$ cat config.mk
export PLATFORM = sky130hd
export DESIGN_NAME = dtec_top
export DESIGN_NICKNAME = d
export VERILOG_FILES = /design/src/hw/dtec_pkg.sv /design/src/hw/dtec_pin_if.sv /design/src/hw/dtec_divider.sv /design/src/hw/dtec_pinsamp.sv /design/src/hw/dtec_top.sv
export VERILOG_INCLUDE_DIRS = /design/src /design/src/hw
export SDC_FILE = /design/constraint.sdc
export NUM_CORES = 1
export LEC_CHECK = 0
export BUFFER_PORTS_ARGS = -buffer_cell sky130_fd_sc_hd__buf_2
export CELL_PAD_IN_SITES_DETAIL_PLACEMENT = 1
export CELL_PAD_IN_SITES_GLOBAL_PLACEMENT = 1
export CORE_MARGIN = 3
export CORE_UTILIZATION = 39
export DETAILED_ROUTE_END_ITERATION = 16
export GPL_ROUTABILITY_DRIVEN = 0
export PLACE_DENSITY_LB_ADDON = 0.1
export SETUP_SLACK_MARGIN = 0.2
export SKIP_LAST_GASP = 1
export SLEW_MARGIN = 20
export SYNTH_ARGS = -nofsm -noshare
export SYNTH_HDL_FRONTEND = slang
export SYNTH_SLANG_ARGS = --single-unit
$ cat constraint.sdc
create_clock -name mclk -period 2.95 [get_ports mclk]
set_input_delay 0.295 -clock mclk [delete_from_list [all_inputs] [get_ports mclk]]
set_output_delay 0.295 -clock mclk [all_outputs]
set_load 0.05 [all_outputs]
$ cat src/hw/dtec_params.svh
`ifndef DTEC_PARAMS_SVH
`define DTEC_PARAMS_SVH

// Register offsets on the plain register port.
`define DTEC_ADDR_MODE    3'h0
`define DTEC_ADDR_CTRL    3'h1
`define DTEC_ADDR_C0_LOW  3'h2
`define DTEC_ADDR_C0_HIGH 3'h3
`define DTEC_ADDR_C1_LOW  3'h4
`define DTEC_ADDR_C1_HIGH 3'h5
`define DTEC_ADDR_STATUS  3'h6
`define DTEC_ADDR_MASK    3'h7

// Mode register fields, channel 0 in the low nibble.
`define DTEC_MODE_SEL0    1:0
`define DTEC_MODE_SRC0    2
`define DTEC_MODE_GATING_ENABLE   3
`define DTEC_MODE_SEL1    5:4
`define DTEC_MODE_SRC1    6
`define DTEC_MODE_GATE1   7

// Control register fields.
`define DTEC_CTRL_ITYPE0  0
`define DTEC_CTRL_IFLAG0  1
`define DTEC_CTRL_ITYPE1  2
`define DTEC_CTRL_IFLAG1  3
`define DTEC_CTRL_RUN0    4
`define DTEC_CTRL_OVF0    5
`define DTEC_CTRL_RUN1    6
`define DTEC_CTRL_OVF1    7

// Interrupt status and mask fields.
`define DTEC_IRQ_OVF0     0
`define DTEC_IRQ_OVF1     1
`define DTEC_IRQ_EXT0     2
`define DTEC_IRQ_EXT1     3

// Reset values.
`define DTEC_RST_BYTE     8'h00
`define DTEC_RST_IRQ      4'h0

// Peripheral clock periods in one peripheral cycle.
`define DTEC_PER_PERIODS  6
`define DTEC_DIV_MAX      3'h5

`endif

$ cat src/hw/dtec_pkg.sv
package dtec_pkg;

  typedef enum logic [1:0] {
    DTEC_MODE_13BIT  = 2'b00,
    DTEC_MODE_16BIT  = 2'b01,
    DTEC_MODE_RELOAD = 2'b10,
    DTEC_MODE_SPLIT  = 2'b11
  } dtec_mode_t;

endpackage

$ cat src/hw/dtec_pin_if.sv
`timescale 1ns/100ps

interface dtec_pin_if;
  logic       per_tick;
  logic [1:0] cnt_fall;
  logic [1:0] irq_fall;
  logic [1:0] irq_level;

  modport src (
    output per_tick,
    output cnt_fall,
    output irq_fall,
    output irq_level
  );

  modport dst (
    input per_tick,
    input cnt_fall,
    input irq_fall,
    input irq_level
  );
endinterface

$ cat src/hw/dtec_divider.sv
`timescale 1ns/100ps
`include "dtec_params.svh"

module dtec_divider (
  // Clock and reset
  input  wire logic mclk,
  input  wire logic rstn,
  // Peripheral cycle pulse
  output logic      tick
);

  logic [2:0] div_reg;

  // ----------------------------------------
  // Peripheral cycle divider
  // ----------------------------------------
  // six clock periods
  always_ff @(posedge mclk) begin
    if (!rstn) begin
      div_reg <= 3'h0;
      tick    <= 1'b0;
    end else begin
      tick    <= (div_reg == `DTEC_DIV_MAX);
      div_reg <= (div_reg == `DTEC_DIV_MAX) ? 3'h0 : div_reg + 3'h1;
    end
  end

endmodule

$ cat src/hw/dtec_pinsamp.sv
`timescale 1ns/100ps

module dtec_pinsamp (
  // Clock and reset
  input  wire logic       mclk,
  input  wire logic       rstn,
  // Peripheral cycle pulse
  input  wire logic       tick,
  // Raw pins
  input  wire logic [1:0] count_pin,
  input  wire logic [1:0] ext_irq_pin_n,
  // Sampled results
  dtec_pin_if.src         pins
);

  logic [3:0] sync1_reg;
  logic [3:0] sync2_reg;
  logic [3:0] smp_reg;
  logic [3:0] fall_reg;

  // ----------------------------------------
  // Synchroniser
  // ----------------------------------------
  always_ff @(posedge mclk) begin
    if (!rstn) begin
      sync1_reg <= 4'hF;
      sync2_reg <= 4'hF;
    end else begin
      sync1_reg <= {ext_irq_pin_n, count_pin};
      sync2_reg <= sync1_reg;
    end
  end

  // ----------------------------------------
  // Per-cycle sampling and edge detection
  // ----------------------------------------
  // sample each cycle
  always_ff @(posedge mclk) begin
    if (!rstn) begin
      smp_reg  <= 4'hF;
      fall_reg <= 4'h0;
    end else if (tick) begin
      smp_reg  <= sync2_reg;
      fall_reg <= smp_reg & ~sync2_reg;
    end else begin
      fall_reg <= 4'h0;
    end
  end

  assign pins.per_tick  = tick;
  assign pins.cnt_fall  = fall_reg[1:0];
  assign pins.irq_fall  = fall_reg[3:2];
  assign pins.irq_level = smp_reg[3:2];

endmodule

$ cat src/hw/dtec_top.sv
// Overview of operation
// - Two independent 16-bit channels, each a timer or event counter.
// - Counter operation counts falling pin edges; overflow requests irq.
// - High and low bytes cascade; run bit lets input increment low byte.
// - Low overflow increments high; high overflow sets overflow flag.
// - Setting run bit keeps count bytes; counting resumes from them.
// - Counts readable anytime; software stops channel before presetting.
// - Source select 0 counts peripheral cycles, 1 counts pin edges.
// - Timer increments once per peripheral cycle of six clocks.
// - Pin sampled each peripheral cycle; high then low increments.
// - Edge recognition takes two cycles; max rate is clock over twelve.
// - Channel zero has four modes, low mode nibble, control bits 0,1,4,5.
// - Mode nibble: gate, source, mode bits; control: flags, run, type.
// - Without gating run alone counts; with gating irq pin also gates.
// - Channel zero rollover sets overflow flag and requests interrupt.
// - Mode 0 is 13-bit: high byte fed by five-bit low prescaler.
// - Mode 1 is full 16-bit cascade of high and low bytes.
//
// The implementer's own choices: the placing of the registers and the strobed register port.
`timescale 1ns/100ps
`include "dtec_params.svh"

module dtec_top (
  // Clock and reset
  input  wire logic       mclk,
  input  wire logic       rstn,
  // Register port
  input  wire logic [2:0] reg_addr,
  input  wire logic [7:0] reg_wdata,
  input  wire logic       reg_wr,
  input  wire logic       reg_rd,
  output logic      [7:0] reg_rdata,
  // External pins
  input  wire logic [1:0] count_pin,
  input  wire logic [1:0] ext_irq_pin_n,
  // Interrupt
  output logic            irq
);

  logic       tick;
  logic [7:0] mode_register_reg;
  logic [1:0] run_bit_reg;
  logic [1:0] overflow_flag_reg;
  logic [1:0] ext_irq_flag_reg;
  logic [1:0] ext_irq_type_reg;
  logic [7:0] c0_low_reg;
  logic [7:0] c0_high_reg;
  logic [7:0] c1_low_reg;
  logic [7:0] c1_high_reg;
  logic [3:0] status_reg;
  logic [3:0] mask_reg;

  logic [7:0] c0_low_next;
  logic [7:0] c0_high_next;
  logic [7:0] c1_low_next;
  logic [7:0] c1_high_next;
  logic [1:0] ovf_evt;
  logic [1:0] ext_evt;
  logic [3:0] status_next;
  logic [3:0] mask_next;
  logic       en0;
  logic       en1;
  logic       en0_high;
  logic [16:0] step0;
  logic [16:0] step1;

  dtec_pkg::dtec_mode_t mode0;
  dtec_pkg::dtec_mode_t mode1;

  dtec_pin_if pins ();

  dtec_divider u_div (
    .mclk (mclk),
    .rstn (rstn),
    .tick (tick)
  );

  dtec_pinsamp u_samp (
    .mclk          (mclk),
    .rstn          (rstn),
    .tick          (tick),
    .count_pin     (count_pin),
    .ext_irq_pin_n (ext_irq_pin_n),
    .pins          (pins)
  );

  // ----------------------------------------
  // Count step
  // ----------------------------------------
  // Returns {overflow, high, low} after one increment in modes 0 to 2.
  function automatic logic [16:0] count_step(
    input dtec_pkg::dtec_mode_t mode,
    input logic [7:0]           high,
    input logic [7:0]           low
  );
    logic [8:0] lo9;
    logic [8:0] hi9;
    logic [5:0] pre;
    count_step = {1'b0, high, low};
    case (mode)
      dtec_pkg::DTEC_MODE_13BIT: begin
        pre = {1'b0, low[4:0]} + 6'h01;
        hi9 = {1'b0, high} + {8'h00, pre[5]};
        count_step = {hi9[8], hi9[7:0], low[7:5], pre[4:0]};
      end
      dtec_pkg::DTEC_MODE_16BIT: begin
        lo9 = {1'b0, low} + 9'h001;
        hi9 = {1'b0, high} + {8'h00, lo9[8]};
        count_step = {hi9[8], hi9[7:0], lo9[7:0]};
      end
      dtec_pkg::DTEC_MODE_RELOAD: begin
        lo9 = {1'b0, low} + 9'h001;
        count_step = {lo9[8], high, lo9[8] ? high : lo9[7:0]};
      end
      default: begin
        count_step = {1'b0, high, low};
      end
    endcase
  endfunction

  // ----------------------------------------
  // Count enables
  // ----------------------------------------
  assign mode0 = dtec_pkg::dtec_mode_t'(mode_register_reg[`DTEC_MODE_SEL0]);
  assign mode1 = dtec_pkg::dtec_mode_t'(mode_register_reg[`DTEC_MODE_SEL1]);

  assign en0 = run_bit_reg[0]
             & (!mode_register_reg[`DTEC_MODE_GATING_ENABLE] | pins.irq_level[0])
             & (mode_register_reg[`DTEC_MODE_SRC0] ? pins.cnt_fall[0]
                                                     : pins.per_tick);
  assign en1 = run_bit_reg[1]
             & (!mode_register_reg[`DTEC_MODE_GATE1] | pins.irq_level[1])
             & (mode_register_reg[`DTEC_MODE_SRC1] ? pins.cnt_fall[1]
                                                     : pins.per_tick);
  // Split mode: channel 0 high byte is a timer run by channel 1 run bit.
  assign en0_high = run_bit_reg[1] & pins.per_tick;

  assign step0 = count_step(mode0, c0_high_reg, c0_low_reg);
  assign step1 = count_step(mode1, c1_high_reg, c1_low_reg);

  // ----------------------------------------
  // Count next values
  // ----------------------------------------
  always_comb begin
    c0_low_next  = c0_low_reg;
    c0_high_next = c0_high_reg;
    c1_low_next  = c1_low_reg;
    c1_high_next = c1_high_reg;
    ovf_evt      = 2'b00;
    if (mode0 == dtec_pkg::DTEC_MODE_SPLIT) begin
      if (en0) begin
        {ovf_evt[0], c0_low_next} = {1'b0, c0_low_reg} + 9'h001;
      end
      if (en0_high) begin
        {ovf_evt[1], c0_high_next} = {1'b0, c0_high_reg} + 9'h001;
      end
    end else if (en0) begin
      {ovf_evt[0], c0_high_next, c0_low_next} = step0;
    end
    // Channel 1 holds in split mode and loses its flag to channel 0.
    if (en1 && mode1 != dtec_pkg::DTEC_MODE_SPLIT) begin
      c1_high_next = step1[15:8];
      c1_low_next  = step1[7:0];
      if (mode0 != dtec_pkg::DTEC_MODE_SPLIT) begin
        ovf_evt[1] = step1[16];
      end
    end
    if (reg_wr) begin
      case (reg_addr)
        `DTEC_ADDR_C0_LOW:  c0_low_next  = reg_wdata;
        `DTEC_ADDR_C0_HIGH: c0_high_next = reg_wdata;
        `DTEC_ADDR_C1_LOW:  c1_low_next  = reg_wdata;
        `DTEC_ADDR_C1_HIGH: c1_high_next = reg_wdata;
        default: begin
        end
      endcase
    end
  end

  // ----------------------------------------
  // Count registers
  // ----------------------------------------
  // run bit keeps count
  always_ff @(posedge mclk) begin
    if (!rstn) begin
      c0_low_reg  <= `DTEC_RST_BYTE;
      c0_high_reg <= `DTEC_RST_BYTE;
      c1_low_reg  <= `DTEC_RST_BYTE;
      c1_high_reg <= `DTEC_RST_BYTE;
    end else begin
      c0_low_reg  <= c0_low_next;
      c0_high_reg <= c0_high_next;
      c1_low_reg  <= c1_low_next;
      c1_high_reg <= c1_high_next;
    end
  end

  // ----------------------------------------
  // Mode and control registers
  // ----------------------------------------
  // mode and control for both channels
  always_ff @(posedge mclk) begin
    if (!rstn) begin
      mode_register_reg <= `DTEC_RST_BYTE;
      run_bit_reg       <= 2'b00;
      ext_irq_type_reg  <= 2'b00;
    end else if (reg_wr) begin
      if (reg_addr == `DTEC_ADDR_MODE) begin
        mode_register_reg <= reg_wdata;
      end
      if (reg_addr == `DTEC_ADDR_CTRL) begin
        run_bit_reg      <= {reg_wdata[`DTEC_CTRL_RUN1],
                             reg_wdata[`DTEC_CTRL_RUN0]};
        ext_irq_type_reg <= {reg_wdata[`DTEC_CTRL_ITYPE1],
                             reg_wdata[`DTEC_CTRL_ITYPE0]};
      end
    end
  end

  // ----------------------------------------
  // Flags
  // ----------------------------------------
  // Edge type sets the flag on a falling edge; level type follows the pin.
  assign ext_evt = (ext_irq_type_reg & pins.irq_fall)
                 | (~ext_irq_type_reg & ~pins.irq_level);

  // rollover sets flag
  // A hardware set in the cycle of a software clear wins.
  always_ff @(posedge mclk) begin
    if (!rstn) begin
      overflow_flag_reg <= 2'b00;
      ext_irq_flag_reg  <= 2'b00;
    end else begin
      if (reg_wr && reg_addr == `DTEC_ADDR_CTRL) begin
        overflow_flag_reg <= ovf_evt | {reg_wdata[`DTEC_CTRL_OVF1],
                                        reg_wdata[`DTEC_CTRL_OVF0]};
        ext_irq_flag_reg  <= ext_evt | {reg_wdata[`DTEC_CTRL_IFLAG1],
                                        reg_wdata[`DTEC_CTRL_IFLAG0]};
      end else begin
        overflow_flag_reg <= overflow_flag_reg | ovf_evt;
        ext_irq_flag_reg  <= (ext_irq_flag_reg & ext_irq_type_reg)
                           | ext_evt;
      end
    end
  end

  // ----------------------------------------
  // Interrupt status and mask
  // ----------------------------------------
  always_comb begin
    status_next = status_reg;
    if (reg_rd && reg_addr == `DTEC_ADDR_STATUS) begin
      status_next = `DTEC_RST_IRQ;
    end
    status_next = status_next | {ext_evt & ~ext_irq_flag_reg, ovf_evt};
    mask_next = mask_reg;
    if (reg_wr && reg_addr == `DTEC_ADDR_MASK) begin
      mask_next = reg_wdata[3:0];
    end
  end

  always_ff @(posedge mclk) begin
    if (!rstn) begin
      status_reg <= `DTEC_RST_IRQ;
      mask_reg   <= `DTEC_RST_IRQ;
      irq        <= 1'b0;
    end else begin
      status_reg <= status_next;
      mask_reg   <= mask_next;
      irq        <= |(status_next & mask_next);
    end
  end

  // ----------------------------------------
  // Read data
  // ----------------------------------------
  // both channels visible
  always_ff @(posedge mclk) begin
    if (!rstn) begin
      reg_rdata <= `DTEC_RST_BYTE;
    end else if (reg_rd) begin
      case (reg_addr)
        `DTEC_ADDR_MODE:    reg_rdata <= mode_register_reg;
        `DTEC_ADDR_CTRL:    reg_rdata <= {overflow_flag_reg[1],
                                          run_bit_reg[1],
                                          overflow_flag_reg[0],
                                          run_bit_reg[0],
                                          ext_irq_flag_reg[1],
                                          ext_irq_type_reg[1],
                                          ext_irq_flag_reg[0],
                                          ext_irq_type_reg[0]};
        `DTEC_ADDR_C0_LOW:  reg_rdata <= c0_low_reg;
        `DTEC_ADDR_C0_HIGH: reg_rdata <= c0_high_reg;
        `DTEC_ADDR_C1_LOW:  reg_rdata <= c1_low_reg;
        `DTEC_ADDR_C1_HIGH: reg_rdata <= c1_high_reg;
        `DTEC_ADDR_STATUS:  reg_rdata <= {4'h0, status_reg};
        `DTEC_ADDR_MASK:    reg_rdata <= {4'h0, mask_reg};
        default:            reg_rdata <= `DTEC_RST_BYTE;
      endcase
    end else begin
      reg_rdata <= `DTEC_RST_BYTE;
    end
  end

endmodule

Yosys cells after proc, flatten, opt, wreduce, memory -nomap -nowiden
Index checks and enable logic that the tools add are counted.
{ "classes": {"n_bitwise": 24, "n_eq_ne": 15, "muxes": 34, "n_addsub": 10, "n_reduce_logical": 15} }
{ "ops": {"columns": ["cell", "n"], "rows": [
  ["$mux W8", 18],
  ["$pmux W17 S3", 2],
  ["$pmux W8 S8", 1],
  ["$add A8 B1 Y9", 4],
  ["$add A8 B1 Y9 const B", 3],
  ["$eq A3 B3 Y1 const B", 5],
  ["$add A5 B1 Y6 const B", 2],
  ["$or A2 B2 Y2", 5],
  ["$mux W1", 9],
  ["$and A2 B2 Y2", 4],
  ["$and A4 B4 Y4", 2],
  ["$mux W4", 2],
  ["$reduce_and A2 Y1", 4],
  ["$eq A2 B2 Y1 const B", 3],
  ["$eq A3 B2 Y1 const B", 2],
  ["$not A2 Y2", 3],
  ["$and A1 B1 Y1", 5],
  ["$eq A2 B1 Y1 const B", 2],
  ["$logic_and A1 B1 Y1", 4],
  ["$logic_not A2 Y1", 2],
  ["$mux W2", 2],
  ["$ne A2 B2 Y1 const B", 2],
  ["$not A4 Y4", 1],
  ["$or A4 B4 Y4", 1],
  ["8 further kinds", 10]
]} }
{ "totals": {"out_inout_bits": 9, "wordCells": 117, "ff_bits": 85} }

Logic depth before layout (Yosys ltp)
{ "depth": {"depth_word": 9, "mapped_depth": 12} }

Modules after synthesis
A second synthesis with hierarchy kept.
{ "unflattened": {"hier_cells": 573, "area_unflattened_um2": 4657.0} }
{ "modules_own_cells": {"columns": ["module", "area_each_um2", "instances", "cells_each", "seq_area_each_um2"], "rows": [
  ["dtec_top", 3972.6, 1, 517, 1301.2],
  ["dtec_pinsamp", 524.3, 1, 42, 320.3],
  ["dtec_divider", 160.2, 1, 14, 80.1]
]} }

Worst setup path after synthesis
OpenSTA, ideal clock, no wires.
{ "synth_path": {"path_type": "reg2reg", "start": "register c1_low_reg[0]", "end": "register irq", "synth_period_minus_slack_ps": 2504, "setup_slack_ps": 446, "t_arrival_ps": 2444, "path_stages_with_launch": 12, "t_required_ps": 2890, "setup_time_ps": 60, "n_path_buf": 0, "path_cell_list": "dfxtp_1 ha_1 and4_1 nand2_1 o21ai_0 ha_1 ha_1 nand2_1 or4_1 a221oi_2 o21a_1 a221o_1"} }
{ "synth_between": {"elab_chain_cells": 8, "elab_cells_between_ends": 10} }
{ "synth_rtl": {"columns": ["element", "line_no", "rtl"], "rows": [
  ["start: declaration", "dtec_top.sv:48", "logic [7:0] c1_low_reg;"],
  ["start signal: assignment", "dtec_top.sv:188", "c1_low_reg <= `DTEC_RST_BYTE;"],
  ["start signal: assignment", "dtec_top.sv:193", "c1_low_reg <= c1_low_next;"],
  ["$add A8 B1 Y9 / $add A5 B1 Y6 (equally long branches)", "dtec_top.sv:107, dtec_top.sv:112, dtec_top.sv:102", null],
  ["$add A8 B1 Y9 (on tied branches)", "dtec_top.sv:108, dtec_top.sv:103", null],
  ["$pmux W17 S3 (*)", "dtec_top.sv:100", "case (mode)"],
  ["$mux W1 (*)", "dtec_top.sv:164", "if (mode0 != dtec_pkg::DTEC_MODE_SPLIT) begin"],
  ["$mux W1 (*)", "dtec_top.sv:161", "if (en1 && mode1 != dtec_pkg::DTEC_MODE_SPLIT) begin"],
  ["$or A4 B4 Y4 (*)", "dtec_top.sv:255", "status_next = status_next | {ext_evt & ~ext_irq_flag_reg, ovf_evt};"],
  ["$and A4 B4 Y4 (*)", "dtec_top.sv:270", "irq <= |(status_next & mask_next);"],
  ["$reduce_or A4 Y1 (*)", "dtec_top.sv:270", null],
  ["end signal: assignment", "dtec_top.sv:270", null],
  ["end: declaration", "dtec_top.sv:37", "output logic irq"]
]} }
Mark *: on every way between the ends. The rest lies on a longest branch, timed or not.
A chain may end at the register's enable or synchronous reset.

Final worst setup path
{ "layout_path": {"start": "register c1_low_reg[1]", "end": "register irq"} }
Same word-level chain as after synthesis.

==> results.tsv <==
metric	value	unit
Worst-path clk slew	0.07	ns
share of cells above drive strength 1	0.129	
vias	4511	
fmax	388	MHz
most used cell along the critical path	ha_2	
total power	2.71	mW
vias per cell	6.08	
all-layer global routing usage	0.254	
Mapped Area	4670	um2
multiplexer share of the synthesized area	0.0769	
synth unique cells	63	
HPWL Detailed	11.6	mm
placed cells	726	
routed wire length	16.3	mm
Worst R2R Setup Slack	0.37	ns
family with the most delay on the worst path	simple AND/OR/NAND/NOR gates	
Setup Crit Path Kind	flip-flop to flip-flop	
clock sink count	85	
final hold vios	0	
largest family of logic cells by synthesized area	simple AND/OR/NAND/NOR gates	
Synth area leader	dfxtp_1	
row cnt	39	
ys flop type	dfxtp_1	
Starting Density	0.404	
max cap viols	0	
Post-Route Setup TNS	0	ns
Placement Cell Area	4910	um2
CP Capture Type	flip-flop	
final core occ	0.454	
adder-cell share of the synthesized area	0.0241	
Wirelength per Cell	21.9	um
Synth Warn #	0	
Core ar.	11600	um2
crit path DAT	2.87	ns
Max IR drop VDD	0.388	mV
initial antenna violation count	0	
vias in the first global route	4459	
GRT overflow	0	
max-slew violation count	0	
Synth Area in Compound Gates	0.216	
asr flop ratio synth	0	
I/O pin total	28	
Levels on crit path	11	
Final ANT Viol Nets	0	
CP max FO	5	
CTS buffer count	9	
status	finished clean	
die area	13300	um2
final worst path period need	2.58	ns
Final setup viols	0	
number of diodes	0	
synth top area cells	dfxtp_1 (36%), mux2i_1 (5.4%), a21oi_1 (5.1%), nand2_1 (5.1%), nor2_1 (3.4%)	
Rel. slew slack	0.583	
average size of a mapped cell	8.02	um2
Post-Synth XOR/XNOR Area	0.0281	
simple-gate share of the synthesized area	0.245	
Non-Filler Instances	742	
worst slew pin tran	0.626	ns
Skew-Pair Late Insertion Delay	0.36	ns
filler instances	1394	
post-route cell area	5250	um2
Worst setup SP type	flip-flop	
FF-to-FF path depth	11	
DR iter-0 viols	321	
TritonRoute pass-1 iters	5	
CTS tree	yes	
net count of the mapped netlist	610	
RSZ-0062 raised after global routing	false	
area share of the largest cell type after synthesis	0.364	
Die Y	115	um
critical path required time	3.25	ns
sequential share of the synthesized area	0.364	
Syn Inst Count	582	
CTS root buffer	clkbuf_16	
pre-CTS setup slack	0.183	ns
synth-to-layout area growth	12.4	%
critical path's slowest cell	or4_1	
Hold WC Path Type	primary input to flip-flop	
Post-route DRC	0	
largest net degree at the start of global routing	43	
# H-tree levels	3	
Pwr per Cell Area	516	nW/um2
first-pass GRT wire length	25.4	mm
WHS Path Cells	2	
Seq cells post-synth	85	
die span in x	115	um
Buffers on Ports	27	
worst path cell trace	ha_2 -> and4_4 -> nand2_2 -> o21ai_2 -> ha_2 -> ha_1 -> nand2_1 -> or4_1 -> a221oi_2 -> o21a_1 -> a221o_1	
Hold Worst Slack	0.118	ns
PnR worst setup slack	0.374	ns
Clock Skew	0.00648	ns
Pleak	1.90	nW
CP peak stage delay	0.42	ns
crit path buf inv count	0	
part of the cycle the worst path needs	0.873	
number of flops mapped to enable cells by yosys	0	
Max Root-Sink Buffers	2	
Post-layout nets	622	
-- area by class of cell --
cell class                      count  area (um2)  share of cell area
Tap cell                          143         179              0.0341
Sequential cell                    85        1710               0.325
Clock inverter                      7        87.6              0.0167
Timing Repair Buffer               40         233              0.0443
Inverter                           11        41.3             0.00787
Clock buffer                        9         225              0.0429
Multi-Input combinational cell    447        2780               0.529
-- cell usage after synthesis (4+ instances only) --
library cell	count
mux2_2	6
or3_1	4
nor2_1	42
and2_1	7
ha_1	9
a22oi_1	4
nand3b_1	4
xnor2_1	12
o21ai_1	15
mux2i_1	25
buf_1	5
nor2b_1	16
a21oi_1	48
a21o_1	4
nor3b_1	5
dfxtp_1	85
o22ai_1	11
buf_2	11
and4b_1	4
nand2b_1	14
nand2_1	64
nand4_1	10
o21ai_0	30
and3_1	7
inv_1	10
nand3_1	27
nor3_1	8
o211ai_1	5
a31oi_1	11
and4_1	5
a211oi_1	11
clkbuf_1	21
-- cells in the final DEF (no fill, tap or decap), types with 8 or more instances in the layout --
cell	n
nand2_1	63
o21ai_1	15
a21oi_1	48
clkbuf_16	9
o21ai_0	28
nand4_1	10
a211oi_1	11
inv_1	10
xnor2_1	12
nand2b_1	14
nor2b_1	16
buf_4	13
a31oi_1	11
o22ai_1	11
nor2_1	42
nand3_1	27
nor3_1	8
buf_2	27
dfxtp_1	81
mux2i_1	25
-- routing by layer --
metal	global-route usage	vias up	wire length, um
li1	-	2136	-
met2	0.405	130	7520
met3	0.0574	22	1060
met4	0.0681	0	268
met5	0	-	0
met1	0.347	2223	7410
-- kinds of logic after synthesis --
logic type                 Yosys count
AOI/OAI and AO/OA                  164
adders and majority gates            9
buffers and inverters               50
and+or+nand+nor                    225
xor gates and xnor gates            15
muxes                               34
DFF                                 85
-- path summary, 6_finish.rpt --
kind                                          start             endpoint
worst min-delay path                   count_pin[0]  u_samp.sync1_reg[0]
worst max-delay path                  c1_low_reg[1]                  irq
worst max register to register        c1_low_reg[1]                  irq
worst min register to register  u_samp.sync1_reg[1]  u_samp.sync2_reg[1]
-- power by group --
part | switching [mW] | internal (mW)
clock | 0.547 | 0.678
combinational | 0.164 | 0.0885
sequential | 0.0462 | 1.18
-- timing repair --
action                                  CTS  global route
gates cloned                              0             0
endpoints found under the setup margin    2             8
hold buffers                              0             0
setup buffers                             0             0
gates resized for setup                   1            13
pin swaps                                 1             1
No activity file was read; power rests on OpenSTA's default activity.
